### src/logic/stmc_pkg.sv
// package for the standard timer mode control block
package stmc_pkg;
   // register byte addresses (no offsets given, chosen here)
   localparam logic [7:0] ADDR_MODE_CTRL = 8'h00;
   localparam logic [7:0] ADDR_RUN_CTRL  = 8'h04;
   localparam logic [7:0] ADDR_CNT_LO    = 8'h08;
   localparam logic [7:0] ADDR_CNT_HI    = 8'h0C;
   localparam logic [7:0] ADDR_CMPA_LO   = 8'h10;
   localparam logic [7:0] ADDR_CMPA_HI   = 8'h14;
   localparam logic [7:0] ADDR_CAPT_LO   = 8'h18;
   localparam logic [7:0] ADDR_CAPT_HI   = 8'h1C;
   // widths and reset values
   localparam int CNT_W = 10;
   localparam int CMPP_W = 3;
   localparam logic [7:0] RST_BYTE = 8'h00;
   localparam logic [9:0] CNT_MAX = 10'h3FF;
   // run control fields
   localparam int RUN_ON_BIT = 3;
   // operating modes
   localparam logic [1:0] MODE_CMP  = 2'h0;
   localparam logic [1:0] MODE_CAPT = 2'h1;
   localparam logic [1:0] MODE_PWM  = 2'h2;
   localparam logic [1:0] MODE_TMR  = 2'h3;
   // pin function codes
   localparam logic [1:0] PF_0 = 2'h0;
   localparam logic [1:0] PF_1 = 2'h1;
   localparam logic [1:0] PF_2 = 2'h2;
   localparam logic [1:0] PF_3 = 2'h3;
   // mode/output control register layout
   typedef struct packed {
      logic [1:0] mode_sel;
      logic [1:0] pin_function;
      logic       output_level_control;
      logic       output_polarity;
      logic       duty_period_swap;
      logic       clear_select;
   } stmc_ctrl_t;
   // single pulse states
   typedef enum logic [1:0] {SP_IDLE, SP_ACTIVE, SP_DONE} stmc_sp_t;
endpackage

### src/logic/stmc_timer.sv
// standard timer mode control: registers, counter, compare, capture, output pin
`timescale 1ns/10ps
// Functional notes
// [RQ1] mode field: 00 compare, 01 capture, 10 pwm/single pulse, 11 timer
// [RQ2] software turns timer off before changing mode field
// [RQ3] timer/counter mode: output pin not driven by timer, pin function unused
// [RQ4] compare mode on match A: 00 none, 01 low, 10 high, 11 toggle
// [RQ5] pwm mode pin function: 00 inactive, 01 active, 10 pwm, 11 single pulse
// [RQ6] capture mode: 00 rising, 01 falling, 10 both edges, 11 disabled
// [RQ7] requested level equal to initial level gives no visible change
// [RQ8] on/off rising edge returns compare output to its initial level
// [RQ9] software changes pin function in pwm mode only while timer off
// [RQ10] compare mode: output control bit gives initial pin level
// [RQ11] pwm mode: output control bit selects active high or low
// [RQ12] single pulse: output control bit gives level at on/off rise
// [RQ13] output control bit has no effect in timer/counter mode
// [RQ14] polarity bit inverts output pin, no effect in timer mode
// [RQ15] swap bit 0: P period, A duty; 1: reversed
// [RQ16] clear select 1: match A clears; 0: match P or overflow clears
// [RQ17] overflow clear only when compare P value is zero
// [RQ18] clear select ignored in pwm, single pulse and capture modes
// [RQ19] counter read only, split low byte and two-bit high byte
// [RQ20] compare A value read/write, split low and high byte
// [RQ21] on/off rise zeroes counter; fall stops and holds counter
// [RQ22] compare P matches counter bits 9..7; 000 means 1024 clocks
// [RQ23] pwm is mode 10 pin 10; single pulse mode 10 pin 11
// [RQ24] polarity inversion is final stage before output pin
module stmc_timer
   import stmc_pkg::*;
(
   // clock and reset
   input  wire logic        clk,
   input  wire logic        rst,
   // apb slave
   input  wire logic        psel,
   input  wire logic        penable,
   input  wire logic        pwrite,
   input  wire logic [7:0]  paddr,
   input  wire logic [31:0] pwdata,
   output logic             pready,
   output logic [31:0]      prdata,
   output logic             pslverr,
   // pins
   input  wire logic        capture_input_pin,
   output logic             timer_output_pin,
   output logic             timer_output_pin_oe_n
);

   // registers
   stmc_ctrl_t           ctrl_r;
   logic [7:0]           run_ctrl_r;
   logic [CNT_W-1:0]     cnt_r;
   logic [CNT_W-1:0]     cmpa_r;
   logic [CNT_W-1:0]     capt_r;
   logic                 on_d_r;
   logic                 out_r;
   logic                 pin_s1_r;
   logic                 pin_s2_r;
   logic                 pin_s3_r;
   stmc_sp_t             sp_r;
   logic                 pready_r;
   logic [31:0]          prdata_r;
   logic                 pslverr_r;
   logic                 pin_r;
   logic                 oe_n_r;

   logic                 timer_on;
   logic                 on_rise;
   logic                 match_a;
   logic                 match_p;
   logic                 overflow;
   logic                 cnt_clear;
   logic [CNT_W:0]       period;
   logic [CNT_W:0]       duty;
   logic                 pwm_active;
   logic                 cap_evt;
   logic                 level_pre;
   logic                 wr_acc;
   logic                 rd_acc;
   logic [2:0]           cmpp;

   // pad a byte into the read word
   function automatic logic [31:0] byte_word(input logic [7:0] b);
      byte_word = {24'h000000, b};
   endfunction

   // 3-bit P value in counts; zero stands for full 1024
   function automatic logic [CNT_W:0] p_span(input logic [2:0] p);
      p_span = (p == 3'h0) ? {1'b1, 10'h000} : {1'b0, p, 7'h00};
   endfunction

   assign cmpp     = run_ctrl_r[2:0];
   assign timer_on = run_ctrl_r[RUN_ON_BIT];
   assign on_rise  = timer_on & ~on_d_r;
   assign wr_acc   = psel & penable & pwrite;
   assign rd_acc   = psel & penable & ~pwrite;

   // comparators: P matches the top three counter bits, with the low seven bits zero
   assign match_a  = timer_on & (cnt_r == cmpa_r);
   assign match_p  = timer_on & (cmpp != 3'h0) & (cnt_r[9:7] == cmpp) &
                     (cnt_r[6:0] == 7'h00);                                // RQ22
   assign overflow = timer_on & (cmpp == 3'h0) & (cnt_r == CNT_MAX);       // RQ17

   // pwm period and duty, roles swapped by the swap bit
   always_comb begin
      if (ctrl_r.duty_period_swap) begin                                   // RQ15
         period = {1'b0, cmpa_r};
         duty   = p_span(cmpp);
      end else begin
         period = p_span(cmpp);
         duty   = {1'b0, cmpa_r};
      end
   end

   // clear source; pwm/capture modes ignore the clear select bit
   always_comb begin
      case (ctrl_r.mode_sel)
         MODE_CMP, MODE_TMR:
            cnt_clear = ctrl_r.clear_select ? match_a                      // RQ16
                        : (match_p | overflow);
         MODE_PWM:                                                         // RQ18
            cnt_clear = timer_on & ({1'b0, cnt_r} + 11'h001 >= period);
         default:
            cnt_clear = match_p | overflow;                                // RQ18
      endcase
   end

   // counter: rise zeroes, off holds residual value
   always_ff @(posedge clk) begin
      if (rst)
         cnt_r <= '0;
      else if (on_rise)
         cnt_r <= '0;                                                      // RQ21
      else if (timer_on)
         cnt_r <= cnt_clear ? '0 : cnt_r + 10'h001;
   end

   // clear by P match in compare mode; pwm wraps at its period whatever the select bit
   a_clear_p: assert property (@(posedge clk) disable iff (rst) // RQ16 RQ22
      ctrl_r.mode_sel == MODE_CMP && !ctrl_r.clear_select && match_p
      |=> cnt_r == '0) else $error("match P did not clear");
   a_pwm_wrap: assert property (@(posedge clk) disable iff (rst) // RQ15 RQ18
      ctrl_r.mode_sel == MODE_PWM && timer_on && ({1'b0, cnt_r} + 11'h001 >= period)
      |=> cnt_r == '0) else $error("pwm period not kept");

   // on/off edge history
   always_ff @(posedge clk) begin
      if (rst)
         on_d_r <= 1'b0;
      else
         on_d_r <= timer_on;
   end

   // capture pin synchroniser plus edge history stage
   always_ff @(posedge clk) begin
      if (rst) begin
         pin_s1_r <= 1'b0;
         pin_s2_r <= 1'b0;
         pin_s3_r <= 1'b0;
      end else begin
         pin_s1_r <= capture_input_pin;
         pin_s2_r <= pin_s1_r;
         pin_s3_r <= pin_s2_r;
      end
   end

   // capture edge selection
   always_comb begin
      case (ctrl_r.pin_function)
         PF_0:    cap_evt = pin_s2_r & ~pin_s3_r;                          // RQ6
         PF_1:    cap_evt = ~pin_s2_r & pin_s3_r;
         PF_2:    cap_evt = pin_s2_r ^ pin_s3_r;
         default: cap_evt = 1'b0;
      endcase
   end

   // capture register holds counter at the selected edge
   always_ff @(posedge clk) begin
      if (rst)
         capt_r <= '0;
      else if (timer_on && ctrl_r.mode_sel == MODE_CAPT && cap_evt)
         capt_r <= cnt_r;                                                  // RQ6
   end

   // disabled capture never moves the register; rising edge takes the counter
   a_capt_off: assert property (@(posedge clk) disable iff (rst) // RQ6
      ctrl_r.mode_sel == MODE_CAPT && ctrl_r.pin_function == PF_3
      |=> $stable(capt_r)) else $error("capture while disabled");
   a_capt_rise: assert property (@(posedge clk) disable iff (rst) // RQ6
      ctrl_r.mode_sel == MODE_CAPT && ctrl_r.pin_function == PF_0 && timer_on &&
      pin_s2_r && !pin_s3_r |=> capt_r == $past(cnt_r)) else $error("rising edge missed");

   // pwm active phase: counter below duty
   assign pwm_active = ({1'b0, cnt_r} < duty);

   // single pulse: one active phase after on/off rise, ends on match A
   always_ff @(posedge clk) begin
      if (rst)
         sp_r <= SP_IDLE;
      else if (on_rise)
         sp_r <= SP_ACTIVE;                                                // RQ12
      else begin
         case (sp_r)
            SP_ACTIVE: if (match_a || !timer_on) sp_r <= SP_DONE;
            SP_DONE:   sp_r <= SP_DONE;
            default:   sp_r <= SP_IDLE;
         endcase
      end
   end

   // pulse starts with every on/off rise and ends at the first A match
   a_sp_start: assert property (@(posedge clk) disable iff (rst) // RQ12
      on_rise |=> sp_r == SP_ACTIVE) else $error("pulse not started");
   a_sp_end: assert property (@(posedge clk) disable iff (rst) // RQ12
      sp_r == SP_ACTIVE && match_a && !on_rise |=> sp_r == SP_DONE)
      else $error("pulse not ended");

   // compare-mode output level; initial level reloaded on on/off rise
   always_ff @(posedge clk) begin
      if (rst)
         out_r <= 1'b0;
      else if (on_rise)
         out_r <= ctrl_r.output_level_control;                             // RQ8 RQ10
      else if (ctrl_r.mode_sel == MODE_CMP && match_a) begin
         case (ctrl_r.pin_function)                                        // RQ4
            PF_1:    out_r <= 1'b0;                                        // RQ7
            PF_2:    out_r <= 1'b1;
            PF_3:    out_r <= ~out_r;
            default: out_r <= out_r;
         endcase
      end
   end

   // match drives low, or leaves the level alone at code 00
   a_cmp_low: assert property (@(posedge clk) disable iff (rst) // RQ4
      ctrl_r.mode_sel == MODE_CMP && match_a && !on_rise && ctrl_r.pin_function == PF_1
      |=> !out_r) else $error("match did not drive low");
   a_cmp_hold: assert property (@(posedge clk) disable iff (rst) // RQ4 RQ7
      ctrl_r.mode_sel == MODE_CMP && match_a && !on_rise && ctrl_r.pin_function == PF_0
      |=> $stable(out_r)) else $error("level changed without request");

   // level before polarity, chosen by mode
   always_comb begin
      case (ctrl_r.mode_sel)                                               // RQ1
         MODE_CMP:  level_pre = out_r;
         MODE_PWM: begin
            // active state mapped through output control bit
            case (ctrl_r.pin_function)                                     // RQ5 RQ23
               PF_0:    level_pre = ~ctrl_r.output_level_control;          // RQ11
               PF_1:    level_pre = ctrl_r.output_level_control;
               PF_2:    level_pre = pwm_active ? ctrl_r.output_level_control
                                    : ~ctrl_r.output_level_control;        // RQ11
               default: level_pre = (sp_r == SP_ACTIVE) ?
                                    ctrl_r.output_level_control
                                    : ~ctrl_r.output_level_control;        // RQ12
            endcase
         end
         default:   level_pre = 1'b0;
      endcase
   end

   // forced pwm levels follow the active-level bit
   a_pwm_inact: assert property (@(posedge clk) disable iff (rst) // RQ5 RQ11
      ctrl_r.mode_sel == MODE_PWM && ctrl_r.pin_function == PF_0
      |-> level_pre == ~ctrl_r.output_level_control) else $error("inactive level wrong");
   a_pwm_act: assert property (@(posedge clk) disable iff (rst) // RQ5 RQ11
      ctrl_r.mode_sel == MODE_PWM && ctrl_r.pin_function == PF_1
      |-> level_pre == ctrl_r.output_level_control) else $error("active level wrong");

   // output pin: polarity last; timer mode releases the pin
   always_ff @(posedge clk) begin
      if (rst) begin
         pin_r  <= 1'b0;
         oe_n_r <= 1'b1;
      end else begin
         pin_r  <= level_pre ^ ctrl_r.output_polarity;                     // RQ14 RQ24
         oe_n_r <= (ctrl_r.mode_sel == MODE_TMR) ||
                   (ctrl_r.mode_sel == MODE_CAPT);                         // RQ3 RQ13
      end
   end

   // output modes drive the pin
   a_cmp_drive: assert property (@(posedge clk) disable iff (rst) // RQ10
      ctrl_r.mode_sel == MODE_CMP |=> !oe_n_r) else $error("compare pin released");

   // software-written registers
   always_ff @(posedge clk) begin
      if (rst) begin
         ctrl_r     <= stmc_ctrl_t'(RST_BYTE);
         run_ctrl_r <= RST_BYTE;
         cmpa_r     <= '0;
      end else if (wr_acc) begin
         case (paddr)
            ADDR_MODE_CTRL: ctrl_r <= stmc_ctrl_t'(pwdata[7:0]);           // RQ1
            ADDR_RUN_CTRL:  run_ctrl_r <= pwdata[7:0];
            ADDR_CMPA_LO:   cmpa_r[7:0] <= pwdata[7:0];                    // RQ20
            ADDR_CMPA_HI:   cmpa_r[9:8] <= pwdata[1:0];                    // RQ20
            default: ;
         endcase
      end
   end

   // compare A low byte lands as written
   a_cmpa_write: assert property (@(posedge clk) disable iff (rst) // RQ20
      wr_acc && paddr == ADDR_CMPA_LO |=> cmpa_r[7:0] == $past(pwdata[7:0]))
      else $error("compare A write lost");

   // apb answer: zero-wait, registered, unmapped gives pslverr
   always_ff @(posedge clk) begin
      if (rst) begin
         pready_r  <= 1'b0;
         prdata_r  <= '0;
         pslverr_r <= 1'b0;
      end else begin
         pready_r  <= psel & ~penable;
         pslverr_r <= 1'b0;
         if (psel && !penable) begin
            case (paddr)
               ADDR_MODE_CTRL: prdata_r <= byte_word(ctrl_r);
               ADDR_RUN_CTRL:  prdata_r <= byte_word(run_ctrl_r);
               ADDR_CNT_LO:    prdata_r <= byte_word(cnt_r[7:0]);          // RQ19
               ADDR_CNT_HI:    prdata_r <= byte_word({6'h00, cnt_r[9:8]}); // RQ19
               ADDR_CMPA_LO:   prdata_r <= byte_word(cmpa_r[7:0]);         // RQ20
               ADDR_CMPA_HI:   prdata_r <= byte_word({6'h00, cmpa_r[9:8]});
               ADDR_CAPT_LO:   prdata_r <= byte_word(capt_r[7:0]);
               ADDR_CAPT_HI:   prdata_r <= byte_word({6'h00, capt_r[9:8]});
               default: begin
                  prdata_r  <= '0;
                  pslverr_r <= 1'b1;
               end
            endcase
         end
      end
   end

   assign pready                = pready_r;
   assign prdata                = prdata_r;
   assign pslverr               = pslverr_r;
   assign timer_output_pin      = pin_r;
   assign timer_output_pin_oe_n = oe_n_r;

   // unused write bits of the bus are intentionally ignored
   logic unused_bits;
   assign unused_bits = rd_acc & (|pwdata[31:8]);

   // assertions
   a_on_rise_zero: assert property (@(posedge clk) disable iff (rst) // RQ21
      on_rise |=> cnt_r == '0) else $error("counter not zeroed");
   a_off_holds_cnt: assert property (@(posedge clk) disable iff (rst) // RQ21
      !timer_on && !wr_acc |=> $stable(cnt_r)) else $error("counter moved");
   a_init_level: assert property (@(posedge clk) disable iff (rst) // RQ8
      on_rise |=> out_r == $past(ctrl_r.output_level_control))
      else $error("initial level wrong");
   a_cmp_high: assert property (@(posedge clk) disable iff (rst) // RQ4
      ctrl_r.mode_sel == MODE_CMP && match_a && !on_rise && ctrl_r.pin_function == PF_2
      |=> out_r) else $error("match did not drive high");
   a_cmp_toggle: assert property (@(posedge clk) disable iff (rst) // RQ4
      ctrl_r.mode_sel == MODE_CMP && match_a && !on_rise && ctrl_r.pin_function == PF_3
      |=> out_r != $past(out_r)) else $error("toggle missed");
   a_timer_release: assert property (@(posedge clk) disable iff (rst) // RQ3
      ctrl_r.mode_sel == MODE_TMR |=> oe_n_r) else $error("pin driven");
   a_polarity_last: assert property (@(posedge clk) disable iff (rst) // RQ14
      1'b1 |=> pin_r == ($past(level_pre) ^ $past(ctrl_r.output_polarity)))
      else $error("polarity stage wrong");
   a_cnt_hi_zero: assert property (@(posedge clk) disable iff (rst) // RQ19
      psel && !penable && paddr == ADDR_CNT_HI |=> prdata_r[31:2] == '0)
      else $error("high bits not zero");
   a_clear_a: assert property (@(posedge clk) disable iff (rst) // RQ16
      ctrl_r.mode_sel == MODE_CMP && ctrl_r.clear_select && match_a && !on_rise
      |=> cnt_r == '0) else $error("match A did not clear");
   // read path: low byte carries the counter, unused high bits stay zero
   a_cnt_lo_read: assert property (@(posedge clk) disable iff (rst) // RQ19
      psel && !penable && paddr == ADDR_CNT_LO |=> prdata_r[7:0] == $past(cnt_r[7:0]))
      else $error("counter read wrong");
   a_cmpa_hi_zero: assert property (@(posedge clk) disable iff (rst) // RQ20
      psel && !penable && paddr == ADDR_CMPA_HI |=> prdata_r[31:2] == '0)
      else $error("compare A high bits not zero");
endmodule

### config.mk
export PLATFORM = sky130hd
export DESIGN_NAME = stmc_timer
export DESIGN_NICKNAME = d
export VERILOG_FILES = /design/src/logic/stmc_pkg.sv /design/src/logic/stmc_timer.sv
export SDC_FILE = /design/constraint.sdc
export NUM_CORES = 1
export LEC_CHECK = 0
export ABC_AREA = 1
export BUFFER_PORTS_ARGS = -buffer_cell sky130_fd_sc_hd__buf_4
export CORE_ASPECT_RATIO = 0.8
export CORE_MARGIN = 2
export CORE_UTILIZATION = 25
export CTS_CLUSTER_DIAMETER = 100
export DETAILED_ROUTE_END_ITERATION = 10
export GPL_ROUTABILITY_DRIVEN = 1
export PLACE_DENSITY = 0.46
export SYNTH_ARGS = -nofsm -noshare
export SYNTH_HDL_FRONTEND = slang
export SYNTH_SLANG_ARGS = --single-unit
### constraint.sdc
create_clock -name clk -period 3.4 [get_ports clk]
set_input_delay 0.34 -clock clk [delete_from_list [all_inputs] [get_ports clk]]
set_output_delay 0.34 -clock clk [all_outputs]
set_load 0.02 [all_outputs]
Yosys cells after proc, flatten, opt, wreduce, memory -nomap -nowiden
Cells that the tools add are included.

Register bits: 89. Input port bits: 46. Output and inout port bits: 36. Word-level logic and storage cells: 114.

Add/subtract/negate cells: 2. Order comparisons: 2. Eq/ne operators: 20. Muxes and demuxes: 19. Bitwise logic cells: 23. Reductions and logical operators: 25.

Operators with widths (number): 8-bit one-hot mux with 8 select lines (1); 11-bit 2-to-1 mux (3); 8-bit by 5-bit equality test with 1-bit output (second input constant) (4); 8-bit by 4-bit equality test with 1-bit output (second input constant) (2); 1-bit AND (13); 10-bit by 1-bit adder with 11-bit output (second input constant) (1); 11-bit >= comparator (1); 10-bit by 11-bit less-than comparator with 1-bit output (1); 10-bit by 1-bit adder with 10-bit output (second input constant) (1); 10-bit equality test (1); 10-bit equality test (second input constant) (1); 2-bit equality test (second input constant) (5); 10-bit 2-to-1 mux (1); 2-bit AND reduction (5); 1-bit one-hot mux with 3 select lines (3); 8-bit by 3-bit equality test with 1-bit output (second input constant) (1); 8-bit zero test (1); 8-bit OR reduction (1); 7-bit zero test (1); 1-bit 2-to-1 mux (7); 1-bit inverter (7); 2-bit by 1-bit equality test with 1-bit output (second input constant) (3); 2-bit OR reduction (3); 1-bit logical AND (4); other kinds (15) (20).

Longest topological paths before layout
Gate-level depths: netlist of run 1.

Depth after elaboration: 8. Mapped depth: 18.

Worst setup path before layout of run 1
OpenSTA, ideal clock, no wires.

Kind: flip-flop to flip-flop. Start point: register cnt_r[0]. End point: register cnt_r[2]. Setup time: 72 ps. Data arrival time: 2261 ps. Data required time: 3328 ps. Setup slack: 1067 ps. Stages on the path, launching flop included: 17. Cells stage by stage: dfxtp_1 > inv_2 > nor3_4 > nand2_2 > nor2_2 > nand3_2 > nor2_4 > xor2_2 > ha_1 > and3_1 > nand3b_1 > nand4_1 > nand3_1 > nand3_2 > nand2_4 > nand3_1 > a21oi_1.

Cells in the longest elaborated chain, start to end: 6.

RTL lines: from (decl) (line stmc_timer.sv:52) `logic [CNT_W-1:0] cnt_r;`; from (signal assigned) (line stmc_timer.sv:135) `cnt_r <= cnt_clear ? '0 : cnt_r + 10'h001;`; parallel branches: the longest is 5 deep, another holds 10-bit by 1-bit adder with 11-bit output; 10-bit 2-to-1 mux (*) (line stmc_timer.sv:135).

Every way passes the cells marked *. A chain may end at the register's enable or synchronous reset.

Worst setup path after layout of run 1
Start point: register cnt_r[1]. End point: register cnt_r[1].

Same word-level chain as after synthesis.

==> results of run 1 <==
==> metal layers <==
metal  wire (um)  track usage  vias to the layer above
met2        4730        0.191                      132
met3         921       0.0322                       14
met5           0            0                        -
met1        6850        0.232                     1805
li1            -            -                     1958
met4         259       0.0535                        0
==> sequential cells by signal (all words and copies together) (netlist names) <==
| signal | flops |
|---|---|
| capt_r | 10 |
| cmpa_r | 10 |
| cnt_r | 10 |
| ctrl_r | 8 |
| prdata | 8 |
| run_ctrl_r | 8 |
| sp_r | 2 |
| on_d_r | 1 |
| out_r | 1 |
| pin_s1_r | 1 |
| pin_s2_r | 1 |
| pin_s3_r | 1 |
| pready | 1 |
| pslverr | 1 |
| timer_output_pin | 1 |
| timer_output_pin_oe_n | 1 |
==> layout make-up <==
type,count,area share
flip-flops and latches,65,0.270
clock buffers,9,0.0467
repair buffers,37,0.0576
well taps,215,0.0557
inverters,73,0.0568
clock inverters,7,0.0213
multi-input cells,431,0.492
==> critical path, cell delays in order (launching register included) <==
cell,delay [ps]
dfxtp_1,470
ha_1,250
nand3_1,210
nor3_2,250
xor2_1,230
ha_1,290
a21oi_1,160
o21a_1,130
nand4_1,170
nand3_1,130
nand3_2,100
nand2_4,150
nand3_1,90
a21oi_1,130
==> per-stage QoR <==
step,power [uW],cell area (um^2),hold slack (ps)
after CTS,1920,4830,196
final,1900,4830,201
after global placement,874,4500,404
after detailed placement,875,4500,403
after floorplan,858,4210,388
after global routing,1960,4830,193
==> worst max path at each step <==
| stage | startpoint | cells past startpoint | end | slack (ps) |
|---|---|---|---|---|
| floorplan | cnt_r[0]$_SDFFE_PP0P_ | 16 | cnt_r[2]$_SDFFE_PP0P_ | 1070 |
| global placement | cnt_r[0]$_SDFFE_PP0P_ | 16 | cnt_r[1]$_SDFFE_PP0P_ | 600 |
| detailed placement | cnt_r[0]$_SDFFE_PP0P_ | 16 | cnt_r[4]$_SDFFE_PP0P_ | 580 |
| CTS | cnt_r[1]$_SDFFE_PP0P_ | 13 | cnt_r[1]$_SDFFE_PP0P_ | 540 |
| global route | cnt_r[1]$_SDFFE_PP0P_ | 13 | cnt_r[1]$_SDFFE_PP0P_ | 260 |
| finish | cnt_r[1]$_SDFFE_PP0P_ | 13 | cnt_r[1]$_SDFFE_PP0P_ | 550 |
==> cell families (layout without fill, tap and decap cells) <==
| logic type | count (synthesis) | in the layout |
|---|---|---|
| buf+inv | 114 | 126 |
| other cells | 1 | 24 |
| xor+xnor | 12 | 12 |
| compound gates | 146 | 146 |
| fa+ha+maj | 33 | 33 |
| simple gates | 216 | 216 |
| flops | 65 | 65 |
==> cell usage in the layout (no fill, tap or decap), types with 2 or more instances in the layout <==
cell,synthesis,layout
o221ai_1,7,7
dfxtp_1,65,65
nand4_1,7,7
a21oi_1,61,61
buf_4,25,37
xor2_1,9,9
and3_1,2,2
nor3_1,5,5
nor3_2,3,3
nor2_2,3,3
nor2_1,37,37
nand2_1,120,120
inv_2,4,4
nand3_1,26,26
o22ai_1,7,7
ha_1,33,33
conb_1,1,24
clkbuf_16,0,9
a21o_1,2,2
clkinv_1,3,3
inv_1,66,66
bufinv_16,0,2
nand3b_1,2,2
clkinv_4,0,3
o211ai_1,2,2
o21ai_0,61,61
nand3_2,4,4
xnor2_1,2,2
==> power groups by stage <==
| stage | sequential, uW | clock [uW] | combinational [uW] |
|---|---|---|---|
| finish | 766 | 1040 | 92.4 |
| global route | 766 | 1090 | 101 |
| CTS | 766 | 1060 | 91.8 |
| detailed placement | 783 | 0 | 91.6 |
| global placement | 783 | 0 | 90.7 |
| floorplan | 785 | 0 | 73.4 |
==> impl_metrics.toml, run 1 <==
[floorplan]
start_util = 0.258
die_w_um = 148
die_h_um = 119
coreArea_mm2 = 0.0160
fp.dieArea_mm2 = 0.0175
fp-row-count = 41
io_pins = 82

[detailed_routing]
viasPerCell = 4.67
wire_per_inst_um = 15.2
drt_iter0_markers = 337
wl_mm = 12.8
ant_nets = 0
drc_errors = 0
vias = 3909
first_pass_iters = 7

[place]
dp.cells = 821
io_buffers = 33
dpl.hpwl_mm = 9.85
routabilityCongestion = 0.899
post-place-ws_ps = 576

[global_routing]
first_global_vias = 3553
grt_pass1_wl_mm = 19.9
grt_max_degree = 40
grt_overflow = 0
grt.total_usage = 0.148
antenna_found_initial = 0

[synthesis]
syn_area_per_cell_um2 = 7.02
yosys-top-cells-area = "dfxtp_1 32%, nand2_1 11%, ha_1 10%"
synth_cells = 587
netlist_area_mm2 = 0.00412
synthArstFlopShare = 0
synth_top_area_cell = "dfxtp_1"
yosysTopAreaCellShare = 0.316
synth-xor-area-share = 0.0273
seq_area_frac_synth = 0.316
synth_simple_gate_area_frac = 0.235
synth-seq-cells = 65
yosysUniqueCellTypes = 42
synth-compound-area-share = 0.192
synthTopCellsByCount = "120 x nand2_1, 66 x inv_1, 65 x dfxtp_1, 61 x a21oi_1, 61 x o21ai_0"
synthFlopType = "dfxtp_1"
synth_top_family_by_area = "simple AND/OR/NAND/NOR gates"
synth_edf_count = 0
yosysWarnings = 0
synth_most_common_cell = "nand2_1"
synthMuxAreaShare = 0
synth_adder_area_share = 0.100

[critical_path]
critPathArrivalTime_ps = 3110
cp-end-kind = "flop"
cp_max_fo = 10
timing.rr.end = "cnt_r[1]$_SDFFE_PP0P_"
rr_worst_depth = 13
required_ps = 3660
r2r_slack_ps = 550
crit_type = "flop to flop"
cp-start-kind = "flop"
r2r-start = "cnt_r[1]$_SDFFE_PP0P_"

[timing]
tightestPinTransition_ps = 1110
finalHoldViolCount = 0
layout_min_cycle_time_ps = 2850
clock_skew_ps = 6.58
tns_ps = 0
slew_viol_final = 0
rsz0062_at_grt = "false"
setup_viol = 0
fin_ws_ps = 552
max_freq_ghz = 0.351
relSlewSlack = 0.259
min_period_over_period = 0.838

[power]
p_sw_frac = 0.241
p_int_uw = 1440
switchingPower_uw = 457
power.share.sequential = 0.404
pwr-share-comb = 0.049
leakagePower_uw = 0.00205
ir_drop_mv = 0.250
power_density_mw_per_mm2 = 393
p_clk_frac = 0.548

[clock_network]
cts_root_buf = "clkbuf_16"
clk_pin_slew_ps = 60
clock-sinks = 65
postCtsSetupBuffers = 0
holdBufCountCts = 0
cts_buffers = 9
htreeDepth = 3
cts_tree = "yes"
post_cts_resized = 0
clkLatencyLatePin_ps = 340
cts_buffer_depth = 2

[worst_hold_path]
hp-class = "input port to flop"
min_to = "pin_s1_r$_SDFF_PP0_"
min_from = "capture_input_pin"
hold_depth = 3

[layout]
n_fill_cell = 1747
diodes = 0
post-route-util = 0.302
area_growth_pct = 17.1
multiInputGateArea_mm2 = 0.00238
fin_cells = 837
regArea_mm2 = 0.00130
final_layout_size_suffix_gt1_frac = 0.119
nets = 696

[status]
status = "complete, no violations"

[run]
cap_violations = 0
Power figures use the tool's default switching activity.
==> run 2: changes to the inputs <==
Settings changed: ABC_AREA 1 to 0, PLACE_DENSITY 0.46 to 0.45.
Clock period 3.4 ns to 2.8 ns, I/O delays scaled along.
==> impl_metrics.toml, run 2 <==
[status]
status = "complete, no violations"

[layout]
diodes = 0
layout_common_cells = "66 x buf_4, 59 x dfxtp_1, 46 x nand2_1"
top_regs = "capt_r (10), cmpa_r (10), cnt_r (10)"
area_growth_pct = 19.0
final_cell_area_mm2 = 0.00520
post-route-util = 0.302
mostFrequentLayoutCell = "buf_4"
nets = 625
final_layout_size_suffix_gt1_frac = 0.216

[clock_network]
htreeDepth = 3
cts_root_buf = "clkbuf_16"
clk_pin_slew_ps = 60
clock-sinks = 65
cts_buffer_depth = 2
clkLatencyLatePin_ps = 340
cts_tree = "yes"
cts_buffers = 9
postCtsSetupBuffers = 0

[timing]
relSlewSlack = 0.558
rsz0062_at_grt = "true"
slew_viol_final = 0
max_freq_ghz = 0.376
layout_min_cycle_time_ps = 2660
setup_viol = 0
tightestPinTransition_ps = 661
min_period_over_period = 0.949
clock_skew_ps = 7.21
finalHoldViolCount = 0

[worst_hold_path]
hp-class = "input port to flop"

[detailed_routing]
drt_iter0_markers = 276
first_pass_iters = 4
drc_errors = 0
wl_mm = 12.6
viasPerCell = 4.77
vias = 3704
ant_nets = 0
wire_per_inst_um = 16.3

[synthesis]
synth_most_common_cell = "dfxtp_1"
synth_cells = 506
synthTopCellsByCount = "65 x dfxtp_1, 46 x nand2_1, 35 x nand3_1, 33 x ha_1, 33 x nor2_1"
synthFlopType = "dfxtp_1"
netlist_area_mm2 = 0.00437
syn_area_per_cell_um2 = 8.64
synthArstFlopShare = 0
synth-seq-cells = 65
yosysUniqueCellTypes = 69
synth_top_area_cell = "dfxtp_1"
yosys-top-cells-area = "dfxtp_1 30%, ha_1 9.4%, mux2i_1 6.9%"
synth_edf_count = 0
yosysWarnings = 0
yosysTopAreaCellShare = 0.298
seq_area_frac_synth = 0.298

[critical_path]
required_ps = 3040
critPathArrivalTime_ps = 2900
cpMaxStageDelayCell = "or4_1"
r2r_slack_ps = 140
crit_type = "flop to flop"
cp_max_fo = 5
path_cells = "and3_1 -> nand3_1 -> xnor2_1 -> ha_1 -> or4_1 -> a21oi_2 -> o21ai_2 -> a211oi_2 -> buf_4 -> a2111oi_4 -> nor3_1"
cp-end-kind = "flop"
crit_family = "simple AND/OR/NAND/NOR gates"
slowest_delay_ps = 550
critPathBufInv = 1
cp-start-kind = "flop"

[place]
dpl.hpwl_mm = 9.43
routabilityCongestion = 0.839
io_buffers = 33
dpl-instance-area_mm2 = 0.00483

[global_routing]
first_global_vias = 3630
grt_pass1_wl_mm = 20.1
grt_max_degree = 52
antenna_found_initial = 0
grt.total_usage = 0.138
grt_overflow = 0

[power]
power_density_mw_per_mm2 = 450
ir_drop_mv = 0.263
leakagePower_uw = 0.00205

[floorplan]
die_h_um = 122
die_w_um = 152
io_pins = 82
fp.dieArea_mm2 = 0.0186
fp-row-count = 43
coreArea_mm2 = 0.0172
start_util = 0.254

[run]
cap_violations = 0
run 2: worst register-to-register path, delay by kind of cell, from the launching register on:
| family | cells | cell delay (ps) |
|---|---|---|
| and+or+nand+nor | 4 | 1060 |
| AOI/OAI and AO/OA | 4 | 580 |
| DFF | 1 | 380 |
| adders and majority gates | 1 | 210 |
| xor gates and xnor gates | 1 | 170 |
| buffers and inverters | 1 | 170 |
run 2: final timing paths:
check | startpoint | endpoint | depth (start not counted)
setup / recovery | cnt_r[4]$_SDFFE_PP0P_ | cnt_r[2]$_SDFFE_PP0P_ | 11
hold / removal | capture_input_pin | pin_s1_r$_SDFF_PP0_ | 2
setup reg to reg | cnt_r[4]$_SDFFE_PP0P_ | cnt_r[2]$_SDFFE_PP0P_ | 11
hold reg to reg | pin_s1_r$_SDFF_PP0_ | pin_s2_r$_SDFF_PP0_ | 1
run 2: where the power goes:
| group | internal (uW) | leakage [uW] | switching, uW |
|---|---|---|---|
| clock | 818 | 0.000166 | 466 |
| combinational | 35.6 | 0.00136 | 85.3 |
| sequential | 931 | 0.000528 | 3.08 |
| total | 1780 | 0.00205 | 554 |
run 2: cell families after synthesis:
kind of cell / share of synthesized area
XOR/XNOR: 0.0501
buffers and inverters: 0.108
AND/OR/NAND/NOR: 0.215
adder cells (fa/ha/maj): 0.0945
other: 0.000858
multiplexers: 0.0842
flip-flops: 0.298
AO/OA/AOI/OAI: 0.149
run 2: layout make-up:
type | count | area [um^2]
inverters | 16 | 60.1
fillers | 1833 | 12000
clock buffers | 10 | 239
clock inverters | 6 | 97.6
multi-input cells | 388 | 2720
well taps | 225 | 282
repair buffers | 66 | 495
flip-flops and latches | 65 | 1310
run 2: routing by layer:
layer	vias to the layer above	global-route usage	part of all wire
met1	1788	0.200	0.51
met4	0	0.0456	0.016
met5	-	0	0
met3	18	0.0314	0.049
li1	1816	-	-
met2	82	0.202	0.42
run 2: what timing repair did:
item | CTS | global route
hold buffers | 0 | 0
resized for setup | 0 | 13
endpoints found under the setup margin | 0 | 11
run 2: stage by stage:
| stage | worst slack [ps] | hold slack [ps] | setup TNS [ps] | instances | power [uW] |
|---|---|---|---|---|---|
| after floorplan | 36.0 | 408 | 0 | 529 | 1060 |
| after global placement | 95.1 | 420 | 0 | 760 | 1070 |
| after detailed placement | 60.9 | 424 | 0 | 760 | 1070 |
| after CTS | 36.1 | 140 | 0 | 776 | 2360 |
| after global routing | -10.6 | 147 | -10.6 | 776 | 2400 |
| final | 144 | 146 | 0 | 776 | 2340 |
==> run 3: changes to the inputs <==
Settings changed: BUFFER_PORTS_ARGS -buffer_cell sky130_fd_sc_hd__buf_4 to unset, DONT_BUFFER_PORTS set to 1, MAX_ROUTING_LAYER set to met4, PLACE_DENSITY 0.45 to 0.41.
==> impl_metrics.toml, run 3 (synthesized netlist as in run 2, its figures left out) <==
[clock_network]
cts_root_buf = "clkbuf_16"
post_cts_resized = 0
cts_buffer_depth = 2
postCtsSetupBuffers = 0
clk_pin_slew_ps = 60
htreeDepth = 3
cts_tree = "yes"
holdBufCountCts = 0
clkLatencyLatePin_ps = 340
clock-sinks = 65
cts_buffers = 9

[run]
cap_violations = 0

[floorplan]
io_pins = 82
die_w_um = 152
die_h_um = 122
fp-row-count = 43
start_util = 0.254
fp.dieArea_mm2 = 0.0186
coreArea_mm2 = 0.0172

[critical_path]
slowest_delay_ps = 530
required_ps = 3030
crit_type = "flop to flop"
cp-end-kind = "flop"
crit_family = "compound AO/OA/AOI/OAI gates"
critPathArrivalTime_ps = 2890
cpMaxStageDelayCell = "or4_1"
cp-start-kind = "flop"
crit_top_cell = "a211oi_4"
path_cells = "buf_4 -> nand3_1 -> xnor2_1 -> ha_1 -> or4_1 -> a21oi_2 -> o21ai_2 -> a211oi_4 -> a211oi_4 -> o41ai_2"
cp_max_fo = 8
critPathBufInv = 1

[layout]
regArea_mm2 = 0.00131
post-route-util = 0.285
multiInputGateArea_mm2 = 0.00274
area_growth_pct = 12.2
top_regs = "capt_r (10), cmpa_r (10), cnt_r (10)"
final_layout_size_suffix_gt1_frac = 0.156
final_cell_area_mm2 = 0.00490
diodes = 0
nets = 587
n_fill_cell = 1877
layout_common_cells = "59 x dfxtp_1, 46 x nand2_1, 35 x nand3_1"
mostFrequentLayoutCell = "dfxtp_1"

[power]
power_density_mw_per_mm2 = 441
leakagePower_uw = 0.00185
ir_drop_mv = 0.269

[global_routing]
grt_pass1_wl_mm = 19.1
first_global_vias = 3315
grt_overflow = 0
antenna_found_initial = 0
grt.total_usage = 0.136
grt_max_degree = 52

[timing]
hold-worst-slack_ps = 26.8
slew_viol_final = 0
relSlewSlack = 0.567
fin_ws_ps = 147
clock_skew_ps = 9.55
finalHoldViolCount = 0
layout_min_cycle_time_ps = 2650
max_freq_ghz = 0.377
min_period_over_period = 0.948
tightestPinTransition_ps = 645
setup_viol = 0

[worst_hold_path]
hp-class = "input port to flop"

[detailed_routing]
vias = 3474
wire_per_inst_um = 16.6
drc_errors = 0
wl_met3_um = 613
wl_mm = 12.2
first_pass_iters = 4
m1WireLength_mm = 6.19
drt_iter0_markers = 260
wl_met2_mm = 5.31
ant_nets = 0
viasPerCell = 4.71
route.top_layer_used = "met4"

[status]
status = "complete, no violations"

[place]
io_buffers = 0
routabilityCongestion = 0.833
post-place-ws_ps = 73.2
dpl.hpwl_mm = 9.09
dpl-instance-area_mm2 = 0.00454
==> run 3: cell types whose count changed in the layout (fill, tap and decap cells not counted), moves of 2 or more <==
cell	delta
buf_4	-38
a211oi_2	-3
a211oi_4	+3
clkinv_2	+2
==> run 3: routing by layer <==
metal / track usage / up-vias
li1: - / 1738
met1: 0.196 / 1658
met2: 0.195 / 67
met3: 0.0311 / 11
met4: 0.0280 / 0
met5: - / -
==> run 3: final cells by class <==
class                           instances  area share
Sequential cell                        65       0.267
Clock inverter                          6      0.0135
Clock buffer                           10      0.0487
Timing Repair Buffer                   28      0.0429
Tap cell                              225      0.0574
Inverter                               16      0.0123
Multi-Input combinational cell        388       0.558
==> run 3: worst register-to-register path: stages, from the launching register on <==
cell and delay [ps]:
dfxtp_2 360, buf_4 200, nand3_1 110, xnor2_1 160
ha_1 200, or4_1 530, a21oi_2 130, o21ai_2 110
a211oi_4 370, a211oi_4 150, o41ai_2 220
==> run 3: power by group <==
group	total [uW]	switching [uW]	internal (uW)
clock network	1160	444	716
registers	937	6.56	931
logic	61.4	47.5	13.9
==> run 3: worst paths after layout <==
path         depth (start not counted)               endpoint  slack (ps)                  start
max                                 10  cnt_r[1]$_SDFFE_PP0P_         150  cnt_r[1]$_SDFFE_PP0P_
min                                  1   sp_r[0]$_SDFFE_PP0P_          30                    rst
max reg2reg                         10  cnt_r[1]$_SDFFE_PP0P_         150  cnt_r[1]$_SDFFE_PP0P_
min reg2reg                          1    pin_s2_r$_SDFF_PP0_         440    pin_s1_r$_SDFF_PP0_
==> run 3: stage by stage <==
stage          cells  power, uW  setup TNS (ps)
6_report         738       2160               0
5_1_grt          738       2240           -14.9
4_1_cts          738       2190               0
3_5_place_dp     722       1020               0
3_3_place_gp     722       1020               0
2_1_floorplan    529       1060               0
